## config.mk

```make
export PLATFORM = sky130hd
export DESIGN_NAME = fdms_media_status
export DESIGN_NICKNAME = d
export VERILOG_FILES = /design/src/pkg/fdms_pkg.sv /design/src/core/fdms_media_status.sv
export VERILOG_INCLUDE_DIRS = /design/src /design/src/pkg
export SDC_FILE = /design/constraint.sdc
export NUM_CORES = 1
export LEC_CHECK = 0
export ABC_CLOCK_PERIOD_IN_PS = 1650
export BUFFER_PORTS_ARGS = -buffer_cell sky130_fd_sc_hd__buf_2
export CAP_MARGIN = 5
export CORE_MARGIN = 2
export CORE_UTILIZATION = 45
export CTS_CLUSTER_SIZE = 25
export DETAILED_ROUTE_END_ITERATION = 8
export PLACE_DENSITY = 0.85
export SLEW_MARGIN = 15
export SYNTH_ARGS = -nofsm -noshare
export SYNTH_HDL_FRONTEND = slang
export SYNTH_SLANG_ARGS = --single-unit
```

## constraint.sdc

```tcl
create_clock -name clk -period 1.65 [get_ports clk]
set_input_delay 0.165 -clock clk [delete_from_list [all_inputs] [get_ports clk]]
set_output_delay 0.165 -clock clk [all_outputs]
set_load 0.005 [all_outputs]
```

## src/pkg/fdms_map.svh

```systemverilog
`ifndef FDMS_MAP_SVH
`define FDMS_MAP_SVH

// Register indices; the byte address is four times the index.
`define FDMS_IDX_MEDIA 6'h03
`define FDMS_IDX_STATUS 6'h04
`define FDMS_IDX_CTRL 6'h08
`define FDMS_IDX_DRVID 6'h09

// Control register fields.
`define FDMS_CTRL_ENH_BIT 0
`define FDMS_CTRL_FOUR_BIT 1
`define FDMS_CTRL_SEL_LSB 2

// Media register fields.
`define FDMS_MEDIA_TAPE_LSB 0
`define FDMS_MEDIA_EXCH_LSB 2
`define FDMS_MEDIA_ID_LSB 4

// Reset and fixed values.
`define FDMS_STATUS_NOT_INIT 8'h00
`define FDMS_ID_RESET 2'h3
`define FDMS_DRVID_RESET 8'h00

// AXI responses.
`define FDMS_RESP_OKAY 2'h0
`define FDMS_RESP_SLVERR 2'h2
`define FDMS_RESP_DECERR 2'h3

// Timing: controller initialisation time and the ready deadline.
`define FDMS_CLK_PERIOD_NS 8
`define FDMS_INIT_TIME_NS 1000
`define FDMS_INIT_CYCLES ((`FDMS_INIT_TIME_NS + `FDMS_CLK_PERIOD_NS - 1) / `FDMS_CLK_PERIOD_NS)
`define FDMS_READY_LIMIT_US 2500
`define FDMS_READY_LIMIT_CYCLES ((`FDMS_READY_LIMIT_US * 1000) / `FDMS_CLK_PERIOD_NS)

`endif

```

## src/pkg/fdms_pkg.sv

```systemverilog
package fdms_pkg;

  // AXI4-Lite request channels from the master.
  typedef struct packed {
    logic awvalid;
    logic [7:0] awaddr;
    logic wvalid;
    logic [31:0] wdata;
    logic [3:0] wstrb;
    logic bready;
    logic arvalid;
    logic [7:0] araddr;
    logic rready;
  } fdms_axi_req_t;

  // AXI4-Lite answer channels to the master.
  typedef struct packed {
    logic awready;
    logic wready;
    logic bvalid;
    logic [1:0] bresp;
    logic arready;
    logic rvalid;
    logic [31:0] rdata;
    logic [1:0] rresp;
  } fdms_axi_rsp_t;

  // Events and levels reported by the command engine.
  typedef struct packed {
    logic seekIssued;
    logic [1:0] seekDrive;
    logic senseResultRd;
    logic [1:0] senseDrive;
    logic cmdFirstWr;
    logic cmdLastWr;
    logic cmdNoResult;
    logic resultLastRd;
    logic execNonDma;
    logic dirToHost;
    logic irq;
    logic byteXfer;
    logic byteReady;
    logic swReset;
    logic powerUp;
  } fdms_engine_t;

  // Whole state of the block.
  typedef struct packed {
    fdms_axi_rsp_t rsp;
    logic awHeld;
    logic [5:0] awIdx;
    logic wHeld;
    logic [7:0] wData;
    logic wLane;
    logic enhanced;
    logic fourDrive;
    logic [1:0] dorSel;
    logic [7:0] driveId;
    logic idLive;
    logic [1:0] tapeSel;
    logic [1:0] exch;
    logic [3:0] busy;
    logic cmdBusy;
    logic transfer_ready_flag;
    logic initDone;
    logic [31:0] initCnt;
    logic [1:0] pinSel;
    logic [3:0] pinMotor;
  } fdms_state_t;

endpackage

```

## src/core/fdms_media_status.sv

```systemverilog
// Function
// - Compatible mode: media bits 7..2 read floated; here they read 0
// - Bits 1,0 pick tape drive, never 0
// - Enhanced bits 3,2 swap drive 0 with 1/2
// - No swap with four drives; 3 never
// - Select 00: ID bits show identity bits 1,0
// - Select 01: ID bits show identity bits 3,2
// - Enhanced bits 7,6 mirror media-sense inputs
// - Status read-only, readable any time, no delay
// - Status reads 00h until initialised
// - Status reads 80h within 2.5 ms
// - Seek or recal sets drive busy flag
// - Sense-interrupt first result read clears busy
// - Command-in-progress set first byte, cleared at end
// - Bit 5 shows non-DMA execution phase
// - Bit 6 gives data transfer direction
// - Ready clears per transfer, resets to 0
// - Non-DMA execution: ready follows interrupt request
// - Output register select steers reported identity
// - Media register at index 03h, read/write
//
// Decided for this implementation: the AXI4-Lite interface to the registers.
`include "fdms_map.svh"
`timescale 1ns/1ps
`default_nettype none

module fdms_media_status #(
  parameter int unsigned READY_LIMIT_CYCLES = `FDMS_READY_LIMIT_CYCLES
) (
  input wire logic clk,
  input wire logic srst,
  input wire fdms_pkg::fdms_axi_req_t axiReq,
  output fdms_pkg::fdms_axi_rsp_t axiRsp,
  input wire fdms_pkg::fdms_engine_t engine,
  input wire logic mediaSenseLo,
  input wire logic mediaSenseHi,
  input wire logic [3:0] dorMotor,
  output logic [1:0] pinDriveSel,
  output logic [3:0] pinMotor,
  output logic [1:0] tapeDrive
);

  // ****************************************************************
  // Constants
  // ****************************************************************

  // Initialisation never takes longer than the ready deadline allows.
  // The counter is a full word, so any deadline value fits.
  // Status reads 00h while it runs, so a short count keeps software polling short.
  localparam int unsigned INIT_RAW = `FDMS_INIT_CYCLES;
  localparam int unsigned INIT_TARGET =
    (INIT_RAW < READY_LIMIT_CYCLES) ? INIT_RAW : READY_LIMIT_CYCLES;
  localparam logic [31:0] INIT_LAST = 32'(INIT_TARGET - 1);

  // ****************************************************************
  // Functions
  // ****************************************************************

  // Maps a logical drive to its physical pin position, and back.
  // The exchange is its own inverse, so one function serves both directions.
  // Code 11 is reserved and is treated as no exchange.
  function automatic logic [1:0] swapDrive(
    input logic [1:0] drive,
    input logic [1:0] exch,
    input logic enh,
    input logic four
  );
    logic [1:0] res;
    res = drive;
    if (enh && !four) begin
      unique case (exch)
        2'h1: begin
          if (drive == 2'h0) begin
            res = 2'h1;
          end else if (drive == 2'h1) begin
            res = 2'h0;
          end
        end
        2'h2: begin
          if (drive == 2'h0) begin
            res = 2'h2;
          end else if (drive == 2'h2) begin
            res = 2'h0;
          end
        end
        default: begin
          res = drive; // Drive 3 is never moved.
        end
      endcase
    end
    return res;
  endfunction

  // Picks the identity bits reported for the active drive.
  // Selects 10 and 11 have no identity field and read the reset pattern 11.
  // Until the identity register is written the field also reads 11.
  function automatic logic [1:0] idBits(
    input logic live,
    input logic [1:0] sel,
    input logic [7:0] ident
  );
    logic [1:0] res;
    res = `FDMS_ID_RESET;
    if (live) begin
      if (sel == 2'h0) begin
        res = ident[1:0];
      end else if (sel == 2'h1) begin
        res = ident[3:2];
      end
    end
    return res;
  endfunction

  // ****************************************************************
  // State
  // ****************************************************************

  // Whole state, its next value, and the combinational views around it.
  fdms_pkg::fdms_state_t s;
  fdms_pkg::fdms_state_t next_s;
  logic [7:0] statusByte;
  logic [7:0] mediaByte;
  logic [31:0] readWord;
  logic [1:0] readResp;
  logic restart;
  logic doWrite;
  logic [3:0] busySet;
  logic [3:0] busyClr;
  logic [3:0] motorSwapped;

  // ****************************************************************
  // Per-drive decode
  // ****************************************************************

  // Set and clear strobes of each drive's busy flag, decoded once per drive.
  // Physical motor pin g takes the enable of the logical drive mapped onto it,
  // so an exchange moves motor and select lines together.
  for (genvar g = 0; g < 4; g++) begin : g_drive
    assign busySet[g] = engine.seekIssued && (engine.seekDrive == 2'(g));
    assign busyClr[g] = engine.senseResultRd && (engine.senseDrive == 2'(g));
    assign motorSwapped[g] = dorMotor[swapDrive(2'(g), s.exch, s.enhanced, s.fourDrive)];
  end

  // ****************************************************************
  // Register views
  // ****************************************************************

  // Status byte is a live view, so a read right after a transfer is current.
  // Until initialisation ends it reads all zero, which software takes as not ready.
  always_comb begin
    if (!s.initDone) begin
      statusByte = `FDMS_STATUS_NOT_INIT;
    end else begin
      statusByte[7] = s.transfer_ready_flag;
      statusByte[6] = engine.dirToHost;
      statusByte[5] = engine.execNonDma;
      statusByte[4] = s.cmdBusy;
      statusByte[3:0] = s.busy;
    end
    // Density bits are the sense pins themselves, never stored, so resets leave them.
    if (s.enhanced) begin
      mediaByte[7] = mediaSenseHi;
      mediaByte[6] = mediaSenseLo;
      mediaByte[5:4] = idBits(s.idLive, s.dorSel, s.driveId);
      mediaByte[3:2] = s.exch;
      mediaByte[1:0] = s.tapeSel;
    end else begin
      mediaByte = {6'h00, s.tapeSel};
    end
  end

  // Read multiplexer with an error answer for unmapped indices.
  // The word is captured at the address handshake, so a status read shows that cycle.
  always_comb begin
    readWord = 32'h0000_0000;
    readResp = `FDMS_RESP_OKAY;
    unique case (axiReq.araddr[7:2])
      `FDMS_IDX_MEDIA: begin
        readWord = {24'h00_0000, mediaByte};
      end
      `FDMS_IDX_STATUS: begin
        readWord = {24'h00_0000, statusByte};
      end
      `FDMS_IDX_CTRL: begin
        readWord = {28'h000_0000, s.dorSel, s.fourDrive, s.enhanced};
      end
      `FDMS_IDX_DRVID: begin
        readWord = {24'h00_0000, s.driveId};
      end
      default: begin
        readResp = `FDMS_RESP_DECERR;
      end
    endcase
  end

  // ****************************************************************
  // Next state
  // ****************************************************************

  // Any reset or power-up restarts the controller initialisation.
  // Host setup (control, identity, tape, exchange) is kept over software reset and power-up; a hardware reset clears it.
  // A write commits only once the previous response is gone, keeping one write in flight.
  assign restart = engine.swReset || engine.powerUp;
  assign doWrite = s.awHeld && s.wHeld && !s.rsp.bvalid;

  // Bus slave, register writes, status flags and pin steering.
  always_comb begin
    next_s = s;

    // Write address and data are taken in either order.
    // Each ready drops once its half is held and reopens with the response.
    if (axiReq.awvalid && s.rsp.awready) begin
      next_s.awHeld = 1'b1;
      next_s.awIdx = axiReq.awaddr[7:2];
      next_s.rsp.awready = 1'b0;
    end
    if (axiReq.wvalid && s.rsp.wready) begin
      next_s.wHeld = 1'b1;
      next_s.wData = axiReq.wdata[7:0];
      next_s.wLane = axiReq.wstrb[0];
      next_s.rsp.wready = 1'b0;
    end

    // Both halves present: store and answer.
    if (doWrite) begin
      next_s.awHeld = 1'b0;
      next_s.wHeld = 1'b0;
      next_s.rsp.bvalid = 1'b1;
      next_s.rsp.bresp = `FDMS_RESP_OKAY;
      unique case (s.awIdx)
        `FDMS_IDX_MEDIA: begin
          if (s.wLane) begin
            next_s.tapeSel = s.wData[`FDMS_MEDIA_TAPE_LSB +: 2];
            if (s.enhanced) begin
              next_s.exch = s.wData[`FDMS_MEDIA_EXCH_LSB +: 2];
            end
          end
        end
        `FDMS_IDX_STATUS: begin
          next_s.rsp.bresp = `FDMS_RESP_SLVERR;
        end
        `FDMS_IDX_CTRL: begin
          if (s.wLane) begin
            next_s.enhanced = s.wData[`FDMS_CTRL_ENH_BIT];
            next_s.fourDrive = s.wData[`FDMS_CTRL_FOUR_BIT];
            next_s.dorSel = s.wData[`FDMS_CTRL_SEL_LSB +: 2];
          end
        end
        `FDMS_IDX_DRVID: begin
          if (s.wLane) begin
            next_s.driveId = s.wData;
            next_s.idLive = 1'b1;
          end
        end
        default: begin
          next_s.rsp.bresp = `FDMS_RESP_DECERR;
        end
      endcase
    end

    // Write response handshake reopens both write channels.
    if (s.rsp.bvalid && axiReq.bready) begin
      next_s.rsp.bvalid = 1'b0;
      next_s.rsp.awready = 1'b1;
      next_s.rsp.wready = 1'b1;
    end

    // Read: one cycle to the answer, held until taken.
    // The read side is independent of the write side, so both may be under way.
    if (axiReq.arvalid && s.rsp.arready) begin
      next_s.rsp.arready = 1'b0;
      next_s.rsp.rvalid = 1'b1;
      next_s.rsp.rdata = readWord;
      next_s.rsp.rresp = readResp;
    end
    if (s.rsp.rvalid && axiReq.rready) begin
      next_s.rsp.rvalid = 1'b0;
      next_s.rsp.arready = 1'b1;
    end

    // Drive busy flags; a set in the clearing cycle wins.
    // Each drive has its own strobes, so flags of different drives never interfere.
    for (int d = 0; d < 4; d++) begin
      if (busyClr[d]) begin
        next_s.busy[d] = 1'b0;
      end
      if (busySet[d]) begin
        next_s.busy[d] = 1'b1;
      end
    end

    // Command in progress flag.
    // A first byte in the same cycle as an end starts the next command.
    if (engine.resultLastRd || (engine.cmdLastWr && engine.cmdNoResult)) begin
      next_s.cmdBusy = 1'b0;
    end
    if (engine.cmdFirstWr) begin
      next_s.cmdBusy = 1'b1;
    end

    // Ready flag after initialisation.
    // During non-DMA execution it follows the interrupt request one cycle late.
    if (s.initDone) begin
      if (engine.execNonDma) begin
        next_s.transfer_ready_flag = engine.irq;
      end else begin
        if (engine.byteXfer) begin
          next_s.transfer_ready_flag = 1'b0;
        end
        if (engine.byteReady) begin
          next_s.transfer_ready_flag = 1'b1;
        end
      end
    end else if (s.initCnt == INIT_LAST) begin
      next_s.initDone = 1'b1;
      next_s.transfer_ready_flag = 1'b1; // Status now reads 80h.
    end else begin
      next_s.initCnt = s.initCnt + 32'h0000_0001;
    end

    // Controller restart clears the status side only.
    // It wins over every flag event in the same cycle.
    if (restart) begin
      next_s.busy = 4'h0;
      next_s.cmdBusy = 1'b0;
      next_s.transfer_ready_flag = 1'b0;
      next_s.initDone = 1'b0;
      next_s.initCnt = 32'h0000_0000;
    end

    // Pin steering of drive select and motors.
    // Select and motor lines move together so a drive is never half exchanged.
    next_s.pinSel = swapDrive(s.dorSel, s.exch, s.enhanced, s.fourDrive);
    next_s.pinMotor = motorSwapped;
  end

  // ****************************************************************
  // Registers
  // ****************************************************************

  // One register for the whole state; reset loads constants only.
  // Engine restarts go through the next-state logic instead, so the bus side is untouched.
  always_ff @(posedge clk) begin
    if (srst) begin
      s <= '0;
      s.rsp.awready <= 1'b1;
      s.rsp.wready <= 1'b1;
      s.rsp.arready <= 1'b1;
      s.driveId <= `FDMS_DRVID_RESET;
      s.idLive <= 1'b0; // Identity bits read 11 after reset.
      s.tapeSel <= 2'h0;
      s.exch <= 2'h0;
      s.transfer_ready_flag <= 1'b0;
    end else begin
      s <= next_s;
    end
  end

  // ****************************************************************
  // Outputs
  // ****************************************************************

  // All outputs come straight from the state register.
  // Pin steering lags a register write by one cycle, and drives see no glitch between.
  assign axiRsp = s.rsp;
  assign pinDriveSel = s.pinSel;
  assign pinMotor = s.pinMotor;
  assign tapeDrive = s.tapeSel; // 00 means no tape drive.

endmodule

`default_nettype wire

```

==> run summary, run 1 <==
die width: 105.8 um
Worst R2R Path Depth: 7
mean post-synth cell area: 8.472 um^2
Synth area leaders: dfxtp_1 41%, buf_4 7.9%, nand2_1 5.3%
WL final: 11,620 um
dpl hpwl: 8242 um
Syn-to-layout area delta: 22.40%
Hold Path End: pinMotor[3]$_SDFF_PP0_
post-route ant nets: 0
fin nets: 725
CP startpoint kind: flip-flop
Post-Synthesis Cells: 550
overall power: 0.004367 W
PD cells: 765.8 nW/um^2
Synth area leader: dfxtp_1
share of cells above drive strength 1: 0.3011
most instantiated cells after synthesis: 95 x dfxtp_1, 66 x nand2_1, 52 x nor2_1, 49 x buf_4, 38 x a21oi_1
Remaining Overflow, GRT: 0
Synth async-reset ratio: 0
Max Cap Viol: 0
Leak Pwr: 2.397 nW
Reg-to-Reg End: s[30]$_SDFFE_PP0P_
placed instance area: 5206 um^2
DRC Markers: 0
Worst Setup End Kind: flip-flop
Synth top area share: 0.4082
EDFF count, synth: 0
slowest stage delay, CP: 0.53 ns
Tightest Pin Transition: 0.5160 ns
Final min period: 1.788 ns
global-route wire length before repair: 18,250 um
Synth Warn #: 0
VDD IR max: 0.3991 mV
initial core utilization: 0.4575
final instance area: 5703 um^2
IO Port Bufs: 75
Worst EP arrival: 2.03 ns
CTS Buf Count: 9
Die Ht: 105.8 um
Core Box Area: 10,180 um^2
vias in the first global route: 3,980
critical path required time: 1.89 ns
CP Max Fanout: 7
CP Class: flip-flop to flip-flop
setup_tns: -0.5854 ns
largest net degree at the start of global routing: 53
Final Hold Viols: 0
Placer Congestion: 0.8210
Global Route Usage Sum: 0.2011
die area: 11,180 um^2
clk buf depth: 2
DR vias: 4,229
slowest CP cell: or4b_4
Layout Cells excl Fill: 777
htree depth: 3
hold path startpoint: dorMotor[3]
Seq/Total Area, Yosys: 0.4082
Clock Latency Late Sink: 0.36 ns
count of final max-slew check failures: 0
Post-Place Cells: 752
Worst Hold Depth: 2
CTS clk-pin slew, worst paths: 0.09 ns
worst reg-to-reg setup slack: -0.14 ns
#FFs+latches synth: 95
DR WL/cell: 14.96 um
max frequency: 559.2 MHz
DRT Pass-1 Iters: 7
clk sink count: 95
mapped cell area: 4659 um^2
violated checks: setup timing
Final Util: 0.5600
RSZ-0062 raised after global routing: yes
I/O Pins: 131
post-synth cell types: 59
number of antenna violations at the first check in global routing: 0
vias per cell: 5.443
worst r2r src: s[6]$_SDFFE_PP0P_
clk root buf: clkbuf_8
Worst Skew: 0.007574 ns
fin crit share: 1.084
cell with the most instances after synthesis: dfxtp_1
Iteration-0 DRC Markers: 268
Setup WS post-layout: -0.1382 ns
CTS tree: yes
n_diodes: 0
outcome: finished with violations
Setup-failing EPs final: 10
Worst slew margin: 0.6560
Hold Path Class: input pin to flip-flop
CP cell instances: ha_4, nand2_4, or4b_4, buf_12, nor3_4, xnor2_1, nor2_1
Main synth FF type: dfxtp_1
# rows: 37
[power by group]
| part | internal (W) | switching [W] | total (W) |
|---|---|---|---|
| clock | 0.000859 | 0.000828 | 0.00169 |
| combinational | 0.000132 | 0.000167 | 0.000299 |
| sequential | 0.00234 | 0.0000439 | 0.00238 |
[cell families (layout without fill, tap and decap cells)]
| group | count (synthesis) | in the layout | share of synthesized area |
|---|---|---|---|
| adders and majority gates | 7 | 7 | 0.01880 |
| DFF | 95 | 95 | 0.4082 |
| xor gates and xnor gates | 22 | 22 | 0.04135 |
| other | 1 | 24 | 0.0008048 |
| buffers and inverters | 92 | 159 | 0.1157 |
| muxes | 18 | 18 | 0.03947 |
| and+or+nand+nor | 227 | 228 | 0.2586 |
| AOI/OAI and AO/OA | 88 | 88 | 0.1171 |
[per-stage QoR]
stage / setup WS (ns) / hold WS, ns
2_1_floorplan: -0.04932 / 0.2654
3_3_place_gp: -0.08642 / 0.3737
3_5_place_dp: -0.2385 / 0.3790
4_1_cts: -0.07484 / 0.02511
5_1_grt: -0.1934 / 0.03819
6_report: -0.1382 / 0.03705
[what timing repair did]
| action | CTS | global route |
|---|---|---|
| setup buffers | 4 | 3 |
| hold endpoints to repair | 2 | 0 |
| hold buffers | 2 | 0 |
| pin swaps | 15 | 9 |
| cloned | 0 | 1 |
| endpoints found under the setup margin | 27 | 40 |
| gates resized for setup | 20 | 38 |
[how the worst max path moves through the flow]
stage / start / endpoint / slack (ns) / depth (start not counted)
detailed placement: s[7]$_SDFFE_PP0P_ / s[28]$_SDFFE_PP0P_ / -0.24 / 7
global route: s[7]$_SDFFE_PP0P_ / s[30]$_SDFFE_PP0P_ / -0.19 / 7
global placement: s[7]$_SDFFE_PP0P_ / s[26]$_SDFFE_PP0P_ / -0.09 / 7
floorplan: s[7]$_SDFFE_PP0P_ / s[28]$_SDFFE_PP0P_ / -0.05 / 7
CTS: s[6]$_SDFFE_PP0P_ / s[36]$_SDFFE_PP0P_ / -0.07 / 7
finish: s[6]$_SDFFE_PP0P_ / s[30]$_SDFFE_PP0P_ / -0.14 / 7
[final cells by class]
type,instances,area [um^2]
timing repair buffer,122,785.8
inverter,21,78.83
tap,136,170.2
clock inverter,7,95.09
fill,842,4482
clock buffer,9,123.9
sequential,95,1927
multi-input combinational,387,2522
[per-layer routing]
metal | GRT usage | share of wire | routed length, um | up-vias
li1 | - | - | - | 2019
met1 | 0.2338 | 0.41 | 4741 | 1991
met2 | 0.3539 | 0.50 | 5799 | 179
met3 | 0.04391 | 0.058 | 672 | 40
met4 | 0.08835 | 0.035 | 408 | 0
met5 | 0 | 0 | 0 | -
[state kept, by name, indices dropped and copies added (netlist names)]
name / cells
s: 71
pinMotor: 4
tapeDrive: 2
axiRsp: 16
pinDriveSel: 2
[worst max-delay path: cells and delay by family (launching register included)]
family,cells,cell delay (ns)
simple gates,4,0.79
buf+inv,1,0.18
flops,1,0.38
fa+ha+maj,1,0.15
xor+xnor,1,0.18
[cells in the final DEF, fill, tap and decap left out, drive strengths merged, types with 5 or more instances in the layout]
cell type	netlist	final
dfxtp	95	95
a22o	6	6
nor3	14	14
a21oi	38	38
nor3b	5	5
nand3	19	20
o21ai	19	19
mux2i	15	15
ha	7	7
nand2	66	66
a32oi	6	6
conb	1	24
xnor2	18	18
inv	21	23
clkbuf	15	9
nor4	14	14
or3	10	10
buf	56	120
nor2b	6	6
nand4	9	9
nor2	52	52
No activity file was read; power rests on OpenSTA's default activity.
==> run 2, diff against run 1 <==
--- a/config.mk
+++ b/config.mk
@@ -14,6 +14,7 @@
 export CTS_CLUSTER_SIZE = 25
 export DETAILED_ROUTE_END_ITERATION = 8
 export PLACE_DENSITY = 0.85
+export SETUP_SLACK_MARGIN = 0.5
 export SLEW_MARGIN = 15
 export SYNTH_ARGS = -nofsm -noshare
 export SYNTH_HDL_FRONTEND = slang
==> run 2 against run 1 <==
The run still ends with setup timing left. Via count rose by 11%. Sequential share of layout area decreased by 3.8 points. Setup slack got worse by 0.098 ns. Hold slack worse by 0.036 ns. Non-clock buffer count is 42 higher. Global-route usage grew 4.7 points. Largest cell class unchanged. Wire length increased by 30%. Register-to-register slack worse by 0.098 ns. Combinational power grew 23%.
==> run summary, run 2 (same netlist as run 1, synthesis figures left out) <==
DR vias: 4,699 (was 4,229)
count of final max-slew check failures: 0 (unchanged)
hold path startpoint: axiReq[47] (was dorMotor[3])
CP startpoint kind: flip-flop (unchanged)
max reg flops: 71 (unchanged)
fin crit share: 1.143 (was 1.084)
share of cells above drive strength 1: 0.4648 (was 0.3011)
Remaining Overflow, GRT: 0 (unchanged)
max frequency: 530.2 MHz (was 559.2 MHz)
Final min period: 1.886 ns (was 1.788 ns)
dpl hpwl: 8267 um (was 8242 um)
clk buf depth: 2 (unchanged)
Largest Register: s (unchanged)
final instance area: 6585 um^2 (was 5703 um^2)
vias in the first global route: 4,546 (was 3,980)
CTS clk-pin slew, worst paths: 0.09 ns (about the same)
Placer Congestion: 0.8554 (was 0.8210)
Global Route Usage Sum: 0.2477 (was 0.2011)
Worst Setup End Kind: flip-flop (unchanged)
violated checks: setup timing (unchanged)
DRT Pass-1 Iters: 5 (was 7)
RSZ-0062 raised after global routing: yes (unchanged)
WL final: 15,150 um (was 11,620 um)
initial core utilization: 0.4575 (unchanged)
Setup-failing EPs final: 26 (was 10)
die width: 105.8 um (unchanged)
Reg-to-Reg End: s[6]$_SDFFE_PP0P_ (was s[30]$_SDFFE_PP0P_)
# hold bufs at CTS: 0 (was 2)
Final Util: 0.6466 (was 0.5600)
IO Port Bufs: 75 (unchanged)
Worst EP arrival: 2.15 ns (was 2.03 ns)
Iteration-0 DRC Markers: 388 (was 268)
commonest non-fill, non-tap cell in the layout: buf_2 (was dfxtp_1)
worst r2r src: s[32]$_SDFFE_PP0P_ (was s[6]$_SDFFE_PP0P_)
CP Class: flip-flop to flip-flop (unchanged)
number of antenna violations at the first check in global routing: 0 (unchanged)
critical path required time: 1.92 ns (was 1.89 ns)
VDD IR max: 0.4272 mV (was 0.3991 mV)
htree depth: 3 (unchanged)
Tightest Pin Transition: 0.5844 ns (was 0.5160 ns)
# rows: 37 (unchanged)
Worst slew margin: 0.6104 (was 0.6560)
CTS tree: yes (unchanged)
post-route ant nets: 0 (unchanged)
die area: 11,180 um^2 (unchanged)
Worst R2R Path Depth: 7 (unchanged)
I/O Pins: 131 (unchanged)
DRC Markers: 0 (unchanged)
vias per cell: 5.744 (was 5.443)
Setup WS post-layout: -0.2360 ns (was -0.1382 ns)
Final Hold Viols: 0 (unchanged)
Leak Pwr: 2.838 nW (was 2.397 nW)
placed instance area: 5398 um^2 (was 5206 um^2)
clk root buf: clkbuf_8 (unchanged)
DR WL/cell: 18.52 um (was 14.96 um)
Hold WS: 0.001472 ns (was 0.03705 ns)
Die Ht: 105.8 um (unchanged)
Worst Skew: 0.01196 ns (was 0.007574 ns)
Worst Hold Depth: 2 (unchanged)
global-route wire length before repair: 22,080 um (was 18,250 um)
Hold Path Class: input pin to flip-flop (unchanged)
dpl ws: -0.1151 ns (was -0.2385 ns)
largest net degree at the start of global routing: 53 (unchanged)
CP Max Fanout: 6 (was 7)
Max Cap Viol: 0 (unchanged)
Hold Path End: axiRsp[39]$_SDFFE_PP1P_ (was pinMotor[3]$_SDFF_PP0_)
fin nets: 767 (was 725)
Syn-to-layout area delta: 41.33% (was 22.40%)
commonest non-fill, non-tap cells in the layout: 75 x buf_2, 62 x dfxtp_1, 60 x buf_4 (was 81 x dfxtp_1, 75 x buf_2, 65 x nand2_1)
outcome: finished with violations (unchanged)
setup_tns: -3.375 ns (was -0.5854 ns)
n_diodes: 0 (unchanged)
Clock Latency Late Sink: 0.38 ns (was 0.36 ns)
clk sink count: 95 (unchanged)
Core Box Area: 10,180 um^2 (unchanged)
PD cells: 634.4 nW/um^2 (was 765.8 nW/um^2)
critical path launch point: s[32]$_SDFFE_PP0P_ (was s[6]$_SDFFE_PP0P_)
worst reg-to-reg setup slack: -0.24 ns (was -0.14 ns)
CTS Buf Count: 9 (unchanged)
-- run 2: changes by cell type in the layout (fill, tap and decap cells not counted), sizes merged --
cell         delta
buf            +44
clkbuf          +5
bufinv          -2
dlygate4sd3     -2
inv             -2
clkinv          -1
clkinvlp        -1
-- run 2: layout make-up --
cell class | instances | area, um^2
fill | 701 | 3600
multi-input combinational | 387 | 3008
sequential | 95 | 1973
timing repair buffer | 164 | 1187
tap | 136 | 170.2
clock buffer | 14 | 162.7
inverter | 21 | 78.83
clock inverter | 1 | 5.005
-- run 2: repair_timing --
| item | 4_1_cts | 5_1_grt |
|---|---|---|
| pin swaps | 51 | 45 |
| gates cloned | 1 | 0 |
| setup buffers | 40 | 17 |
| endpoints found under the setup margin | 65 | 70 |
| resized for setup | 88 | 55 |
-- run 2: critical path, cell delays in order, from the launching register on --
cell,delay [ns]
dfxtp_1,0.37
nor4_2,0.41
nand4_1,0.24
o21bai_1,0.25
buf_4,0.18
buf_6,0.13
xnor2_2,0.11
nor2_1,0.07
-- run 2: stage by stage --
stage | std cells | power (W)
2_1_floorplan | 573 | 0.002669
3_5_place_dp | 745 | 0.002745
3_3_place_gp | 745 | 0.002731
5_1_grt | 818 | 0.004318
4_1_cts | 801 | 0.004121
6_report | 818 | 0.004178
-- run 2: worst max-delay path by stage --
stage / slack [ns] / to / depth (start not counted)
finish: -0.24 / s[6]$_SDFFE_PP0P_ / 7
global route: -0.36 / s[9]$_SDFFE_PP0P_ / 7
CTS: -0.07 / s[24]$_SDFFE_PP0P_ / 7
detailed placement: -0.12 / s[20]$_SDFFE_PP0P_ / 5
global placement: -0.09 / s[32]$_SDFFE_PP0P_ / 7
floorplan: -0.01 / s[32]$_SDFFE_PP0P_ / 7
-- run 2: layer usage --
layer | up-vias | wire [um] | global-route usage | share of wire
li1 | 2121 | - | - | -
met1 | 2222 | 5454 | 0.2781 | 0.36
met2 | 263 | 7674 | 0.4396 | 0.51
met3 | 93 | 1054 | 0.04267 | 0.070
met4 | 0 | 969 | 0.1429 | 0.064
met5 | - | 0 | 0 | 0
-- run 2: power breakdown --
group / total (W) / switching [W] / internal, W
Clock: 0.00144 / 0.000814 / 0.000624
Sequential: 0.00237 / 0.0000474 / 0.00232
Combinational: 0.000368 / 0.000207 / 0.000161
